## src/uart_fmt_pkg.sv

```systemverilog
// constants and field layout for the uart fifo and line format block
// How it works
// receive store is 64-byte fifo from shifter
// fifo off: receive uses entry 0 only
// each receive entry keeps its error bits
// transmit store is 64-byte fifo to shifter
// fifo off: transmit uses entry 0 only
// full fifo drops new characters, no stall
// fifo control write-only; reads give status
// control bit 0 enables both fifos
// control bit 1 clears receive fifo
// control bit 2 clears transmit fifo
// control bit 3 picks dma mode
// bits 5:4 pick transmit free-space trigger
// transmit trigger writable only with enhanced enable
// bits 7:6 pick receive character trigger
// line bits 1:0 give word length
// line bit 2 gives extra stop bits
// line bit 3 enables parity send/check
// line bit 4 picks odd or even
// line bit 5 forces fixed parity value
// line bit 6 holds transmit line low
// line bit 7 maps divisor latches
// level registers need enhanced and modem bit 6
// key 0xbf exposes enhanced and flow chars
// enhanced-only bits need enhanced enable bit
package uart_fmt_pkg;
    // register offsets
    localparam logic [2:0] OFS_DATA = 3'h0;
    localparam logic [2:0] OFS_IER = 3'h1;
    localparam logic [2:0] OFS_FIFO = 3'h2;
    localparam logic [2:0] OFS_LINE = 3'h3;
    localparam logic [2:0] OFS_MODEM = 3'h4;
    localparam logic [2:0] OFS_LSTAT = 3'h5;
    localparam logic [2:0] OFS_MSTAT = 3'h6;
    localparam logic [2:0] OFS_SCRATCH = 3'h7;
    // field positions
    localparam int LC_STOP = 2;
    localparam int LC_PEN = 3;
    localparam int LC_EVEN = 4;
    localparam int LC_FORCE = 5;
    localparam int LC_BREAK = 6;
    localparam int LC_DLAB = 7;
    localparam int FC_EN = 0;
    localparam int FC_RXCLR = 1;
    localparam int FC_TXCLR = 2;
    localparam int FC_DMA = 3;
    localparam int EF_ENH = 4;
    localparam int MC_RDY = 2;
    localparam int MC_LOOP = 4;
    localparam int MC_LVL = 6;
    // keys and reset values
    localparam logic [7:0] LINE_KEY = 8'hbf;
    localparam logic [7:0] LINE_RST = 8'h19;
    localparam logic [7:0] ONES_RST = 8'hff;
    localparam logic [7:0] XON2_RST = 8'hef;
    localparam logic [7:0] ZERO_BYTE = 8'h00;
    localparam logic [5:0] IIR_NONE = 6'h01;
    // fifo sizing and trigger levels
    localparam logic [6:0] FIFO_DEPTH = 7'h40;
    localparam logic [6:0] RX_TRIG_0 = 7'h01;
    localparam logic [6:0] RX_TRIG_1 = 7'h04;
    localparam logic [6:0] RX_TRIG_2 = 7'h38;
    localparam logic [6:0] RX_TRIG_3 = 7'h3c;
    localparam logic [6:0] TX_TRIG_0 = 7'h08;
    localparam logic [6:0] TX_TRIG_1 = 7'h10;
    localparam logic [6:0] TX_TRIG_2 = 7'h20;
    localparam logic [6:0] TX_TRIG_3 = 7'h38;
    // oversampling: ticks per bit, mid-start sample, stop lengths
    localparam logic [5:0] TICK_LAST = 6'h0f;
    localparam logic [5:0] TICK_MID = 6'h07;
    localparam logic [5:0] STOP_ONE = 6'h0f;
    localparam logic [5:0] STOP_HALF = 6'h17;
    localparam logic [5:0] STOP_TWO = 6'h1f;
    typedef enum logic [2:0] {S_IDLE, S_START, S_DATA, S_PAR, S_STOP} ser_t;
endpackage

```

## src/uart_fifo_line_format.sv

```systemverilog
// one uart channel: holding fifos, shifters, fifo and line control
`timescale 1ns/1ps
module uart_fifo_line_format import uart_fmt_pkg::*; (
    // clock and reset
    input wire logic CORE_CLK,
    input wire logic RESET_N,
    // parallel register port (pins)
    input wire logic CS_N,
    input wire logic RD_N,
    input wire logic WR_N,
    input wire logic [2:0] ADDR,
    input wire logic [7:0] D_IN,
    output logic [7:0] D_OUT,
    output logic D_OE_N,
    // serial line
    input wire logic RX,
    output logic TX,
    // dma request pins
    output logic RXRDY_N,
    output logic TXRDY_N
);
    // pin synchronisers; stage one feeds stage two only
    logic cs1_ff, rd1_ff, wr1_ff, rx1_ff;
    logic cs2_ff, rd2_ff, wr2_ff, rx2_ff, rd3_ff, wr3_ff;
    logic [2:0] a1_ff, a2_ff;
    logic [7:0] d1_ff, d2_ff;
    always_ff @(posedge CORE_CLK) begin
        if (!RESET_N) begin
            {cs1_ff, rd1_ff, wr1_ff, rx1_ff} <= 4'hf;
            {cs2_ff, rd2_ff, wr2_ff, rx2_ff} <= 4'hf;
            {rd3_ff, wr3_ff} <= 2'h3;
            a1_ff <= 3'h0;
            a2_ff <= 3'h0;
            d1_ff <= 8'h00;
            d2_ff <= 8'h00;
        end else begin
            {cs1_ff, rd1_ff, wr1_ff, rx1_ff} <= {CS_N, RD_N, WR_N, RX};
            {cs2_ff, rd2_ff, wr2_ff, rx2_ff} <= {cs1_ff, rd1_ff, wr1_ff, rx1_ff};
            {rd3_ff, wr3_ff} <= {rd2_ff, wr2_ff};
            a1_ff <= ADDR;
            a2_ff <= a1_ff;
            d1_ff <= D_IN;
            d2_ff <= d1_ff;
        end
    end
    // a strobe acts once, on its falling edge with chip select low
    logic rd_go, wr_go;
    assign rd_go = rd3_ff && !rd2_ff && !cs2_ff;
    assign wr_go = wr3_ff && !wr2_ff && !cs2_ff;

    // control registers
    logic [7:0] lcr_ff, efr_ff, mcr_ff, ier_ff, spr_ff, div_lo_ff, div_hi_ff;
    logic [7:0] xon1_ff, xon2_ff, xoff_char_one_ff, xoff_char_two_ff, tcr_ff, tlr_ff;
    logic fifo_en_ff, dma_mode_ff;
    logic [1:0] tx_trig_ff, rx_trig_ff;
    logic key_open, lvl_open, dlab;

    // level registers open only with enhanced and modem bit 6
    function automatic logic level_access(input logic [7:0] enhanced_feature_reg,
                                          input logic [7:0] modem_control_reg);
        return enhanced_feature_reg[EF_ENH] && modem_control_reg[MC_LVL];
    endfunction
    assign key_open = (lcr_ff == LINE_KEY);
    assign lvl_open = level_access(efr_ff, mcr_ff);
    assign dlab = lcr_ff[LC_DLAB];

    logic wr_fifo_ctl;
    assign wr_fifo_ctl = wr_go && a2_ff == OFS_FIFO && !key_open && !dlab;

    // register writes; enhanced-only fields stay put unless enabled
    always_ff @(posedge CORE_CLK) begin
        if (!RESET_N) begin
            lcr_ff <= LINE_RST;
            {efr_ff, mcr_ff, ier_ff, tcr_ff, tlr_ff} <= 40'h0;
            {div_lo_ff, div_hi_ff} <= 16'h0;
            {spr_ff, xon1_ff, xoff_char_one_ff, xoff_char_two_ff} <= 32'hffff_ffff;
            xon2_ff <= XON2_RST;
        end else if (wr_go) begin
            unique case (a2_ff)
                OFS_DATA: if (dlab) div_lo_ff <= d2_ff;
                OFS_IER: begin
                    if (dlab) div_hi_ff <= d2_ff;
                    else if (efr_ff[EF_ENH]) ier_ff <= d2_ff;
                    else ier_ff[3:0] <= d2_ff[3:0];
                end
                OFS_FIFO: if (key_open) efr_ff <= d2_ff;
                OFS_LINE: lcr_ff <= d2_ff;
                OFS_MODEM: begin
                    if (key_open) xon1_ff <= d2_ff;
                    else if (efr_ff[EF_ENH]) mcr_ff <= d2_ff;
                    else mcr_ff[4:0] <= d2_ff[4:0];
                end
                OFS_LSTAT: if (key_open) xon2_ff <= d2_ff;
                OFS_MSTAT: begin
                    if (key_open) xoff_char_one_ff <= d2_ff;
                    else if (lvl_open) tcr_ff <= d2_ff;
                end
                OFS_SCRATCH: begin
                    if (key_open) xoff_char_two_ff <= d2_ff;
                    else if (lvl_open) tlr_ff <= d2_ff;
                    else spr_ff <= d2_ff;
                end
            endcase
        end
    end

    // fifo control fields; the register itself is never read back
    always_ff @(posedge CORE_CLK) begin
        if (!RESET_N) begin
            fifo_en_ff <= 1'b0;
            dma_mode_ff <= 1'b0;
            tx_trig_ff <= 2'h0;
            rx_trig_ff <= 2'h0;
        end else if (wr_fifo_ctl) begin
            fifo_en_ff <= d2_ff[FC_EN];
            dma_mode_ff <= d2_ff[FC_DMA];
            rx_trig_ff <= d2_ff[7:6];
            if (efr_ff[EF_ENH]) tx_trig_ff <= d2_ff[5:4];
        end
    end
    // clear strobes act for one cycle, so the bits read as self-clearing
    logic rx_clr, tx_clr;
    assign rx_clr = wr_fifo_ctl && (d2_ff[FC_RXCLR] ||
                    d2_ff[FC_EN] != fifo_en_ff);
    assign tx_clr = wr_fifo_ctl && (d2_ff[FC_TXCLR] ||
                    d2_ff[FC_EN] != fifo_en_ff);

    // baud: one oversample tick every divisor cycles, zero treated as one
    logic [15:0] baud_cnt_ff, div_m1;
    logic tick;
    assign div_m1 = ({div_hi_ff, div_lo_ff} == 16'h0) ? 16'h0 :
                    {div_hi_ff, div_lo_ff} - 16'h1;
    assign tick = (baud_cnt_ff >= div_m1);
    always_ff @(posedge CORE_CLK) begin
        if (!RESET_N) baud_cnt_ff <= 16'h0;
        else baud_cnt_ff <= tick ? 16'h0 : baud_cnt_ff + 16'h1;
    end

    // word length and parity shared by both shifters; mask used by transmit only
    logic [3:0] last_bit;
    logic [7:0] len_mask;
    assign last_bit = {2'b01, lcr_ff[1:0]} ; // 4..7 = five..eight bits
    assign len_mask = 8'hff >> (3'h3 - {1'b0, lcr_ff[1:0]});
    function automatic logic par_of(input logic [7:0] d,
                                    input logic [7:0] lc);
        if (lc[LC_FORCE]) return !lc[LC_EVEN];
        return lc[LC_EVEN] ? ^d : ~^d;
    endfunction

    // receive shifter
    ser_t rx_st_ff;
    logic [5:0] rx_tk_ff;
    logic [3:0] rx_bit_ff;
    logic [7:0] rx_sh_ff;
    logic rx_pbad_ff, rx_pzero_ff, rx_push;
    logic [10:0] rx_word;
    always_ff @(posedge CORE_CLK) begin
        if (!RESET_N) begin
            rx_st_ff <= S_IDLE;
            rx_tk_ff <= 6'h0;
            rx_bit_ff <= 4'h0;
            rx_sh_ff <= 8'h0;
            rx_pbad_ff <= 1'b0;
            rx_pzero_ff <= 1'b1;
        end else if (rx_st_ff == S_IDLE) begin
            rx_tk_ff <= 6'h0;
            rx_bit_ff <= 4'h0;
            rx_sh_ff <= 8'h0;
            rx_pbad_ff <= 1'b0;
            rx_pzero_ff <= 1'b1;
            if (!rx2_ff) rx_st_ff <= S_START;
        end else if (tick) begin
            rx_tk_ff <= rx_tk_ff + 6'h1;
            unique case (rx_st_ff)
                S_START: if (rx_tk_ff == TICK_MID) begin
                    rx_tk_ff <= 6'h0; // false start drops back to idle
                    rx_st_ff <= rx2_ff ? S_IDLE : S_DATA;
                end
                S_DATA: if (rx_tk_ff == TICK_LAST) begin
                    rx_tk_ff <= 6'h0;
                    rx_sh_ff[rx_bit_ff[2:0]] <= rx2_ff;
                    rx_bit_ff <= rx_bit_ff + 4'h1;
                    if (rx_bit_ff == last_bit)
                        rx_st_ff <= lcr_ff[LC_PEN] ? S_PAR : S_STOP;
                end
                S_PAR: if (rx_tk_ff == TICK_LAST) begin
                    rx_tk_ff <= 6'h0;
                    rx_pzero_ff <= !rx2_ff;
                    rx_pbad_ff <= rx2_ff != par_of(rx_sh_ff, lcr_ff);
                    rx_st_ff <= S_STOP;
                end
                S_STOP: if (rx_tk_ff == TICK_LAST) rx_st_ff <= S_IDLE;
                default: rx_st_ff <= S_IDLE;
            endcase
        end
    end
    assign rx_push = tick && rx_st_ff == S_STOP && rx_tk_ff == TICK_LAST;
    // entry = {break, framing, parity, data}, break needs all-low frame
    assign rx_word = {rx_sh_ff == 8'h0 && rx_pzero_ff && !rx2_ff,
                      !rx2_ff, rx_pbad_ff, rx_sh_ff};

    // receive fifo; with fifos off it holds one word in entry 0
    logic [10:0] rx_mem [0:63];
    logic [5:0] rx_wp_ff, rx_rp_ff;
    logic [6:0] rx_cnt_ff, rx_err_ff;
    logic rx_full, rx_pop, rx_ins, ovr_ff;
    logic [10:0] rx_head;
    assign rx_full = fifo_en_ff ? rx_cnt_ff == FIFO_DEPTH
                                : rx_cnt_ff != 7'h0;
    assign rx_ins = rx_push && !rx_full;
    assign rx_pop = rd_go && a2_ff == OFS_DATA && !dlab && rx_cnt_ff != 7'h0;
    assign rx_head = rx_mem[fifo_en_ff ? rx_rp_ff : 6'h0];
    always_ff @(posedge CORE_CLK) begin
        if (rx_ins) rx_mem[fifo_en_ff ? rx_wp_ff : 6'h0] <= rx_word;
    end
    always_ff @(posedge CORE_CLK) begin
        if (!RESET_N || rx_clr) begin
            rx_wp_ff <= 6'h0;
            rx_rp_ff <= 6'h0;
            rx_cnt_ff <= 7'h0;
            rx_err_ff <= 7'h0;
        end else begin
            if (rx_ins) rx_wp_ff <= fifo_en_ff ? rx_wp_ff + 6'h1 : 6'h0;
            if (rx_pop) rx_rp_ff <= fifo_en_ff ? rx_rp_ff + 6'h1 : 6'h0;
            rx_cnt_ff <= rx_cnt_ff + {6'h0, rx_ins} - {6'h0, rx_pop};
            rx_err_ff <= rx_err_ff + {6'h0, rx_ins && |rx_word[10:8]}
                         - {6'h0, rx_pop && |rx_head[10:8]};
        end
    end
    // overrun sticks until the line status is read; a new one wins
    always_ff @(posedge CORE_CLK) begin
        if (!RESET_N) ovr_ff <= 1'b0;
        else if (rx_push && rx_full) ovr_ff <= 1'b1;
        else if (rd_go && a2_ff == OFS_LSTAT && !key_open) ovr_ff <= 1'b0;
    end

    // transmit fifo; a write into a full store is dropped
    logic [7:0] tx_mem [0:63];
    logic [5:0] tx_wp_ff, tx_rp_ff;
    logic [6:0] tx_cnt_ff;
    logic tx_full, tx_ins, tx_take;
    assign tx_full = fifo_en_ff ? tx_cnt_ff == FIFO_DEPTH
                                : tx_cnt_ff != 7'h0;
    assign tx_ins = wr_go && a2_ff == OFS_DATA && !dlab && !tx_full;
    always_ff @(posedge CORE_CLK) begin
        if (tx_ins) tx_mem[fifo_en_ff ? tx_wp_ff : 6'h0] <= d2_ff;
    end
    always_ff @(posedge CORE_CLK) begin
        if (!RESET_N || tx_clr) begin
            tx_wp_ff <= 6'h0;
            tx_rp_ff <= 6'h0;
            tx_cnt_ff <= 7'h0;
        end else begin
            if (tx_ins) tx_wp_ff <= fifo_en_ff ? tx_wp_ff + 6'h1 : 6'h0;
            if (tx_take) tx_rp_ff <= fifo_en_ff ? tx_rp_ff + 6'h1 : 6'h0;
            tx_cnt_ff <= tx_cnt_ff + {6'h0, tx_ins} - {6'h0, tx_take};
        end
    end

    // two-entry buffer to the shifter; a full buffer stalls the fifo pop
    logic [7:0] tb_mem_ff [0:1];
    logic tb_wp_ff, tb_rp_ff, tb_in_ready, tb_out_valid, tb_out_ready;
    logic [1:0] tb_cnt_ff;
    assign tb_in_ready = tb_cnt_ff != 2'h2;
    assign tb_out_valid = tb_cnt_ff != 2'h0;
    assign tx_take = tx_cnt_ff != 7'h0 && tb_in_ready;
    always_ff @(posedge CORE_CLK) begin
        if (tx_take) tb_mem_ff[tb_wp_ff] <= 
            tx_mem[fifo_en_ff ? tx_rp_ff : 6'h0];
    end
    always_ff @(posedge CORE_CLK) begin
        if (!RESET_N || tx_clr) begin
            tb_wp_ff <= 1'b0;
            tb_rp_ff <= 1'b0;
            tb_cnt_ff <= 2'h0;
        end else begin
            if (tx_take) tb_wp_ff <= !tb_wp_ff;
            if (tb_out_valid && tb_out_ready) tb_rp_ff <= !tb_rp_ff;
            tb_cnt_ff <= tb_cnt_ff + {1'b0, tx_take}
                         - {1'b0, tb_out_valid && tb_out_ready};
        end
    end

    // transmit shifter
    ser_t tx_st_ff;
    logic [5:0] tx_tk_ff, stop_end;
    logic [3:0] tx_bit_ff;
    logic [7:0] tx_sh_ff;
    logic tx_par_ff, tx_bitval;
    assign tb_out_ready = tx_st_ff == S_IDLE;
    // one stop bit, else 1.5 for five-bit words and two otherwise
    assign stop_end = !lcr_ff[LC_STOP] ? STOP_ONE :
                      (lcr_ff[1:0] == 2'h0 ? STOP_HALF : STOP_TWO);
    always_ff @(posedge CORE_CLK) begin
        if (!RESET_N) begin
            tx_st_ff <= S_IDLE;
            tx_tk_ff <= 6'h0;
            tx_bit_ff <= 4'h0;
            tx_sh_ff <= 8'h0;
            tx_par_ff <= 1'b0;
        end else if (tx_st_ff == S_IDLE) begin
            tx_tk_ff <= 6'h0;
            tx_bit_ff <= 4'h0;
            if (tb_out_valid) begin
                tx_sh_ff <= tb_mem_ff[tb_rp_ff] & len_mask;
                tx_par_ff <= par_of(tb_mem_ff[tb_rp_ff] & len_mask, lcr_ff);
                tx_st_ff <= S_START;
            end
        end else if (tick) begin
            tx_tk_ff <= tx_tk_ff + 6'h1;
            unique case (tx_st_ff)
                S_START: if (tx_tk_ff == TICK_LAST) begin
                    tx_tk_ff <= 6'h0;
                    tx_st_ff <= S_DATA;
                end
                S_DATA: if (tx_tk_ff == TICK_LAST) begin
                    tx_tk_ff <= 6'h0;
                    tx_sh_ff <= tx_sh_ff >> 1;
                    tx_bit_ff <= tx_bit_ff + 4'h1;
                    if (tx_bit_ff == last_bit)
                        tx_st_ff <= lcr_ff[LC_PEN] ? S_PAR : S_STOP;
                end
                S_PAR: if (tx_tk_ff == TICK_LAST) begin
                    tx_tk_ff <= 6'h0;
                    tx_st_ff <= S_STOP;
                end
                S_STOP: if (tx_tk_ff == stop_end) tx_st_ff <= S_IDLE;
                default: tx_st_ff <= S_IDLE;
            endcase
        end
    end
    always_comb begin
        unique case (tx_st_ff)
            S_START: tx_bitval = 1'b0;
            S_DATA: tx_bitval = tx_sh_ff[0];
            S_PAR: tx_bitval = tx_par_ff;
            default: tx_bitval = 1'b1;
        endcase
    end

    // trigger decodes and dma ready levels
    function automatic logic [6:0] rx_level(input logic [1:0] s);
        unique case (s)
            2'h0: return RX_TRIG_0;
            2'h1: return RX_TRIG_1;
            2'h2: return RX_TRIG_2;
            2'h3: return RX_TRIG_3;
        endcase
    endfunction
    function automatic logic [6:0] tx_level(input logic [1:0] s);
        unique case (s)
            2'h0: return TX_TRIG_0;
            2'h1: return TX_TRIG_1;
            2'h2: return TX_TRIG_2;
            2'h3: return TX_TRIG_3;
        endcase
    endfunction
    logic rx_ready, tx_ready;
    // mode 0 signals per character, mode 1 waits for the trigger level
    assign rx_ready = dma_mode_ff ? rx_cnt_ff >= rx_level(rx_trig_ff)
                                  : rx_cnt_ff != 7'h0;
    assign tx_ready = dma_mode_ff ? (FIFO_DEPTH - tx_cnt_ff) >=
                                    tx_level(tx_trig_ff)
                                  : tx_cnt_ff == 7'h0;

    // read mux; status words built from live state
    logic [7:0] lsr, rd_data;
    logic tx_idle_all;
    assign tx_idle_all = tx_cnt_ff == 7'h0 && !tb_out_valid &&
                         tx_st_ff == S_IDLE;
    assign lsr = {rx_err_ff != 7'h0, tx_idle_all, tx_cnt_ff == 7'h0,
                  rx_head[10:8] & {3{rx_cnt_ff != 7'h0}},
                  ovr_ff, rx_cnt_ff != 7'h0};
    always_comb begin
        unique case (a2_ff)
            OFS_DATA: rd_data = dlab ? div_lo_ff : rx_head[7:0];
            OFS_IER: rd_data = dlab ? div_hi_ff : ier_ff;
            OFS_FIFO: rd_data = key_open ? efr_ff
                              : {fifo_en_ff, fifo_en_ff, IIR_NONE};
            OFS_LINE: rd_data = lcr_ff;
            OFS_MODEM: rd_data = key_open ? xon1_ff : mcr_ff;
            OFS_LSTAT: rd_data = key_open ? xon2_ff : lsr;
            OFS_MSTAT: rd_data = key_open ? xoff_char_one_ff
                               : (lvl_open ? tcr_ff : ZERO_BYTE);
            OFS_SCRATCH: begin
                if (key_open) rd_data = xoff_char_two_ff;
                else if (lvl_open) rd_data = tlr_ff;
                else if (mcr_ff[MC_RDY] && !mcr_ff[MC_LOOP])
                    rd_data = {3'h0, rx_ready, 3'h0, tx_ready};
                else rd_data = spr_ff;
            end
        endcase
    end

    // registered outputs; data drives while read and select are low
    always_ff @(posedge CORE_CLK) begin
        if (!RESET_N) begin
            D_OUT <= 8'h00;
            D_OE_N <= 1'b1;
            TX <= 1'b1;
            RXRDY_N <= 1'b1;
            TXRDY_N <= 1'b1;
        end else begin
            if (rd_go) D_OUT <= rd_data;
            D_OE_N <= rd2_ff || cs2_ff;
            TX <= lcr_ff[LC_BREAK] ? 1'b0 : tx_bitval;
            RXRDY_N <= !rx_ready;
            TXRDY_N <= !tx_ready;
        end
    end
endmodule // uart_fifo_line_format

```

## config.mk

```make
export PLATFORM = sky130hd
export DESIGN_NAME = uart_fifo_line_format
export DESIGN_NICKNAME = d
export VERILOG_FILES = /design/src/uart_fmt_pkg.sv /design/src/uart_fifo_line_format.sv
export SDC_FILE = /design/constraint.sdc
export NUM_CORES = 2
export LEC_CHECK = 0
export ABC_AREA = 1
export ABC_CLOCK_PERIOD_IN_PS = 5000
export BUFFER_PORTS_ARGS = -buffer_cell sky130_fd_sc_hd__buf_2
export CELL_PAD_IN_SITES_DETAIL_PLACEMENT = 1
export CELL_PAD_IN_SITES_GLOBAL_PLACEMENT = 2
export CORE_MARGIN = 4
export CORE_UTILIZATION = 39
export DETAILED_ROUTE_END_ITERATION = 8
export GPL_TIMING_DRIVEN = 1
export PLACE_DENSITY = 0.77
export SLEW_MARGIN = 30
export SYNTH_ARGS = -nofsm -noshare
export SYNTH_HDL_FRONTEND = slang
export SYNTH_SLANG_ARGS = --single-unit
export TNS_END_PERCENT = 50
```

## constraint.sdc

```tcl
create_clock -name CORE_CLK -period 5 [get_ports CORE_CLK]
set_input_delay 1 -clock CORE_CLK [delete_from_list [all_inputs] [get_ports CORE_CLK]]
set_output_delay 1 -clock CORE_CLK [all_outputs]
set_load 0.005 [all_outputs]
```

Word level (Yosys, flattened, before mapping). Memory sizes are Yosys's and may differ from the RTL's. A register that Yosys moved wholly into a read port is not among the register bits. Cells that the tools add are included.

Reductions and logical operators: 105. Equality and inequality tests: 45. Multiply operators: 0. Magnitude comparators: 5. Bitwise logic cells: 6. Multiplexer cells: 92. Shift-type cells: 1. Divide/modulo/power cells: 0. Add/sub/neg operators: 20.

Operator list (count): 8-bit 2-to-1 mux (15); 6-bit 2-to-1 mux (12); 8-bit one-hot mux with 8 select lines (1); 7-bit one-hot mux with 4 select lines (2); 3-bit 2-to-1 mux (17); 6-bit by 1-bit adder with 6-bit output, second input constant (6); 3-bit AND reduction (12); 1-bit 2-to-1 mux (35); 1-bit logical AND (32); 3-bit != test, second input constant (10); 3-bit one-hot mux with 4 select lines (2); 4-bit AND reduction (6); 7-bit by 1-bit adder with 7-bit output (3); 7-bit nonzero test (3); 7-bit by 1-bit subtractor with 7-bit output (3); 3-bit by 2-bit == test with 1-bit output, second input constant (6); 3-bit == test, second input constant (6); 16-bit by 1-bit adder with 16-bit output, second input constant (1); 16-bit greater-or-equal comparator (1); 1-bit logical NOT (16); 16-bit logical NOT (1); 16-bit 2-to-1 mux (1); 8-bit XNOR reduction (2); 8-bit parity (2); 41 further kinds (79).

Word-level logic and storage cells: 338. Bits of input ports: 17. Memories: 3. Bits in registers: 265. Output and inout bits: 12. Bits in read-only memories: 0. Memory bits (writable): 1232. Latch bits: 0.

Memory list: rx_mem (depth 64, width 11, rd ports 1, clocked after memory_dff 0, wr ports 1, line uart_fifo_line_format.sv:203) `logic [10:0] rx_mem [0:63];`; tx_mem (depth 64, width 8, rd ports 1, clocked after memory_dff 0, wr ports 1, line uart_fifo_line_format.sv:238) `logic [7:0] tx_mem [0:63];`; tb_mem_ff (depth 2, width 8, rd ports 1, clocked after memory_dff 1, wr ports 1, line uart_fifo_line_format.sv:261) `logic [7:0] tb_mem_ff [0:1];`.

Logic depth before layout (Yosys ltp).
Depth in word-level cells: 13. Mapped depth: 35. Gate-level depth less buffers: 35.

Least setup slack after synthesis. No wires, ideal clock.

Path kind: register -> register. Start: reg div_lo_ff[2]. End: reg rx_err_ff[6]. Required time: 4.930 ns. Library setup time: 0.070 ns. Clock period less this slack: 4.788 ns. Data arrival time: 4.718 ns. Cell stages (with the launch flop): 35. Buffers on the path: 0. Setup slack: 0.212 ns. Cell sequence: dfxtp_1 -> inv_1 -> nand3_1 -> nor3_1 -> nand2_1 -> nor2_1 -> nand2_1 -> nor2_1 -> nand4_1 -> xor2_1 -> nand2_1 -> ha_1 -> nand2_1 -> inv_1 -> nand3_1 -> nor3_2 -> nand3_1 -> nand3_2 -> nand2_2 -> inv_1 -> nand3_4 -> inv_2 -> o21ai_0 -> ha_1 -> inv_1 -> ha_1 -> inv_1 -> fa_1 -> o31ai_1 -> inv_1 -> nor2_1 -> nor2_1 -> o21bai_1 -> o21ai_0 -> a21oi_1.

Word-level cells in the longest chain between the ends: 9. Elaborated cells on any way between the ends: 10. Those cells by class: 3 x add/sub; 1 x order compare; 1 x mux; 5 x reduce/logical.

Ends and longest elaborated chain: from (decl) (line uart_fifo_line_format.sv:52) `logic [7:0] lcr_ff, efr_ff, mcr_ff, ier_ff, spr_ff, div_lo_ff, div_hi_ff;`; from (signal assigned) (line uart_fifo_line_format.sv:75) `{div_lo_ff, div_hi_ff} <= 16'h0;`; from (signal assigned) (line uart_fifo_line_format.sv:80) `OFS_DATA: if (dlab) div_lo_ff <= d2_ff;`; 16-bit by 1-bit subtractor with 16-bit output / 16-bit logical NOT (equally long branches) (line uart_fifo_line_format.sv:132, uart_fifo_line_format.sv:131); 16-bit 2-to-1 mux * (line uart_fifo_line_format.sv:131) `assign div_m1 = ({div_hi_ff, div_lo_ff} == 16'h0) ? 16'h0 :`; 16-bit greater-or-equal comparator * (line uart_fifo_line_format.sv:133) `assign tick = (baud_cnt_ff >= div_m1);`; 1-bit logical AND * (2 in series) (line uart_fifo_line_format.sv:197) `assign rx_push = tick && rx_st_ff == S_STOP && rx_tk_ff == TICK_LAST;`; 1-bit logical AND * (line uart_fifo_line_format.sv:210) `assign rx_ins = rx_push && !rx_full;`; 1-bit logical AND * (line uart_fifo_line_format.sv:226) `rx_err_ff <= rx_err_ff + {6'h0, rx_ins && |rx_word[10:8]}`; 7-bit by 1-bit adder with 7-bit output * (line uart_fifo_line_format.sv:226); 7-bit by 1-bit subtractor with 7-bit output * (line uart_fifo_line_format.sv:227) `- {6'h0, rx_pop && |rx_head[10:8]};`; to (signal assigned) (line uart_fifo_line_format.sv:226); to (decl) (line uart_fifo_line_format.sv:205) `logic [6:0] rx_cnt_ff, rx_err_ff;`.

Mark *: on every way between the ends. The rest lies on a longest branch, timed or not. A chain may end at the register's enable or synchronous reset.

Worst setup path after layout. Same ends and word-level chain as after synthesis.

==> parameters.txt <==
Parameter                              Value

Run status
  Result of the run    completed

Drt
  Ratio of routed vias to standard cells    5.42
  Number of violations reported at the end of detailed-routing iteration 0    3604
  1st-pass router iterations    5
  Final wirelength    188 mm
  WL/cell    22.8 um
  Routed via count    44700
  Count of nets left with antenna violations after detail routing    0
  Number of design rule violations left after detail routing    0

Place
  GP Congestion    0.830
  Number of buffer cells added on primary ports    28
  Instance count after placement with tap cells included    7940
  Dpl hpwl    116 mm
  Cell area after placement    0.0672 mm^2

Final layout
  Most frequent standard cell in the layout excluding fill and tap cells    sky130_fd_sc_hd__edfxtp_1
  Antenna cell count    0
  Final instance area    0.0726 mm^2
  Layout Area Growth over Synthesis    14.1%
  Share of layout cells above drive strength 1    11.0%
  Number of non-filler instances in the completed layout    8249
  Final net count    6047
  Finished Core Util    45.0%
  Most frequent cells in the layout    sky130_fd_sc_hd__edfxtp_1, sky130_fd_sc_hd__nor2_1, sky130_fd_sc_hd__nand2_1

STA
  Fin. max-slew vios    0
  Final Hold Violating Endpoints    0
  Relative max-transition margin    30.7%
  Final setup vio count    0
  Setup repair after global routing missed its margin    yes
  Fin crit period    4.64 ns
  Skew final    0.0457 ns
  Final critical-path share of the clock period    92.8%
  Worst hold-check slack    0.386 ns
  Peak clock frequency supported by timing    0.215 GHz
  Transition time of the tightest slew-check pin    1.03 ns

Logic synthesis
  Number of storage elements in the synthesis netlist    1498
  Post-Syn Area    0.0636 mm^2
  Number of enable flip-flop cells after synthesis    1232
  Primary flip-flop cell chosen by synthesis mapping    sky130_fd_sc_hd__edfxtp_1
  Net Count, Synth    5921
  Post-synth ARST share    0%
  Synthesized netlist cell count    5827
  Proportion of synthesized area in mux cells    0%
  YS warnings    0
  Number of library cell types mapped by synthesis    58
  Xor/xnor cell area share of the yosys netlist    0.592%
  Main combinational cell family by area after synthesis    simple AND/OR/NAND/NOR gates
  Synth Area in Adders    1.55%
  Post-synthesis compound-gate area fraction    10.1%
  Area share of and/or/nand/nor cells after synthesis    15.9%
  Share of the yosys chip area belonging to registers    66.5%
  Post-synthesis average cell area    10.9 um^2

Worst setup path
  Worst path required time    5.73 ns
  Biggest cell delay along the critical path    0.38 ns
  Critical register-to-register path endpoint    rx_err_ff[6]
  Setup crit end kind    flip-flop
  CP max stage cell    sky130_fd_sc_hd__fa_2
  Maximum fanout encountered on the critical timing path    3
  Worst path arrival time    5.37 ns
  Worst setup SP type    flip-flop
  Startpoint of the lowest-slack register-to-register path    div_lo_ff[2]
  Worst R2R Path Depth    34
  Crit path to    rx_err_ff[6]
  Worst setup slack for register-to-register paths    0.36 ns
  Worst setup startpoint    div_lo_ff[2]
  WS Path Type    reg -> reg

CTS
  H-tree depth    4
  CTS Buf Count    164
  Insertion delay to the later sink of the worst-skew pair    0.81 ns
  CTS Buffer Depth    3
  CTS root buf    sky130_fd_sc_hd__clkbuf_16
  Clock transition at path regs    0.06 ns
  Number of buffers added to fix hold violations after cts    0
  CTS Sinks    1498
  Clock tree from TritonCTS    yes

Job
  Max-cap viol count    0

Floorplanning
  Area of the placeable core    0.161 mm^2
  Top Ports    29
  Num rows    147
  Total die area    0.170 mm^2
  Die Y-Extent    412 um
  Die Span X    412 um
  Initial Util    39.4%

Global route
  Largest net degree at the start of global routing    110
  Number of antenna violations at the first check in global routing    4
  Aggregate global routing overflow    0
  GRT Overall Usage    22.0%
  Vias in the first global route    46000
  Global-route wire length before repair    286 mm

Pwr
  Total power consumption of the routed design    27200 uW
  Highest ir drop seen on vdd    0.350 mV
  Reported leakage power    0.0272 uW
  Power per cell area    375 mW/mm^2

Worst hold path
  Type of the tightest min-delay check    in -> reg
[power breakdown]
| part | switching (uW) | internal, uW |
|---|---|---|
| sequential | 134 | 13600 |
| combinational | 1100 | 565 |
| clock | 5070 | 6750 |
| total | 6300 | 20900 |
[routing by layer]
layer  vias up  GRT usage, %  part of all wire [%]  wire length (um)
li1      20800             -                     -                 -
met3       275          3.29                   4.9              9200
met1     22700          30.6                    45             85400
met4         0          6.35                   2.7              5160
met5         -             0                     0                 0
met2       993          35.8                    47             88700
[metrics by stage]
stage | setup WS [ns] | setup TNS, ns
CTS | 0.0427 | 0
floorplan | 0.212 | 0
global route | -0.0591 | -0.0592
finish | 0.359 | 0
detailed placement | -0.0730 | -0.109
global placement | -0.0568 | -0.0806
[logic make-up (layout without fill, tap and decap cells)]
kind of cell,after synthesis,count (layout)
simple gates,2370,2370
flops,1498,1498
compound gates,1021,1021
buf+inv,818,1080
fa+ha+maj,77,77
xor+xnor,43,43
[timing repair]
item,in CTS,in global routing
setup endpoints to repair,2,4
cloned,0,0
pin swaps,0,21
setup buffers,0,6
resized for setup,4,32
[worst min-delay path by stage]
stage                        start        to  slack, ns  depth (start not counted)
after floorplan           a1_ff[0]  a2_ff[0]       0.39                          2
after global placement      wr1_ff    wr2_ff       0.40                          1
after detailed placement  d1_ff[3]  d2_ff[3]       0.40                          2
after CTS                     CS_N    cs1_ff       0.34                          2
after global routing          RD_N    rd1_ff       0.34                          2
final                      D_IN[5]  d1_ff[5]       0.39                          3
[synthesized netlist by cell type (7+ instances only)]
master                     instances  area share, %
sky130_fd_sc_hd__nand4_1          20           0.20
sky130_fd_sc_hd__o21ai_0         370            2.9
sky130_fd_sc_hd__a211oi_1         11           0.13
sky130_fd_sc_hd__o21ai_1           7          0.055
sky130_fd_sc_hd__nor2_1          908            5.4
sky130_fd_sc_hd__nor3_1           41           0.32
sky130_fd_sc_hd__buf_4            21           0.25
sky130_fd_sc_hd__or2_2            70           0.69
sky130_fd_sc_hd__clkinv_1          7          0.041
sky130_fd_sc_hd__xor2_1           24           0.33
sky130_fd_sc_hd__inv_1           484            2.9
sky130_fd_sc_hd__dfxtp_1         266            8.4
sky130_fd_sc_hd__buf_1            20           0.12
sky130_fd_sc_hd__buf_6            15           0.27
sky130_fd_sc_hd__o311ai_0         59           0.81
sky130_fd_sc_hd__a21oi_1         190            1.5
sky130_fd_sc_hd__ha_1             74            1.5
sky130_fd_sc_hd__a31oi_1           8          0.079
sky130_fd_sc_hd__o211ai_1        274            3.2
sky130_fd_sc_hd__nor3b_1           7          0.083
sky130_fd_sc_hd__clkbuf_1        142           0.84
sky130_fd_sc_hd__nand3_1         573            4.5
sky130_fd_sc_hd__buf_2           120           0.94
sky130_fd_sc_hd__o21bai_1         11           0.13
sky130_fd_sc_hd__o32ai_1          64           0.88
sky130_fd_sc_hd__edfxtp_1       1232             58
sky130_fd_sc_hd__nand2_1         709            4.2
sky130_fd_sc_hd__xnor2_1          19           0.26
sky130_fd_sc_hd__or2_0             8          0.079
[critical path, delay by kind of cell, from the launching register on]
| kind | cells | cell delay, ns |
|---|---|---|
| DFF | 1 | 0.32 |
| AOI/OAI and AO/OA | 5 | 0.72 |
| and+or+nand+nor | 17 | 1.81 |
| xor gates and xnor gates | 1 | 0.18 |
| buffers and inverters | 7 | 0.44 |
| adders and majority gates | 4 | 1.11 |
[final cells by class]
type	instances	area [um^2]
clock buffer	220	4420
clock inverter	82	797
multi-input combinational	3511	18100
timing repair buffer	280	2380
inverter	498	1890
tap	2160	2700
fill	17300	88700
sequential	1498	42300
[state kept, by name (all words and copies together) (netlist names), 16 cells and up, named ones only]
name         flops
tb_mem_ff       16
baud_cnt_ff     16
rx_mem         704
tx_mem         512
(Power assumes the default switching activity.)
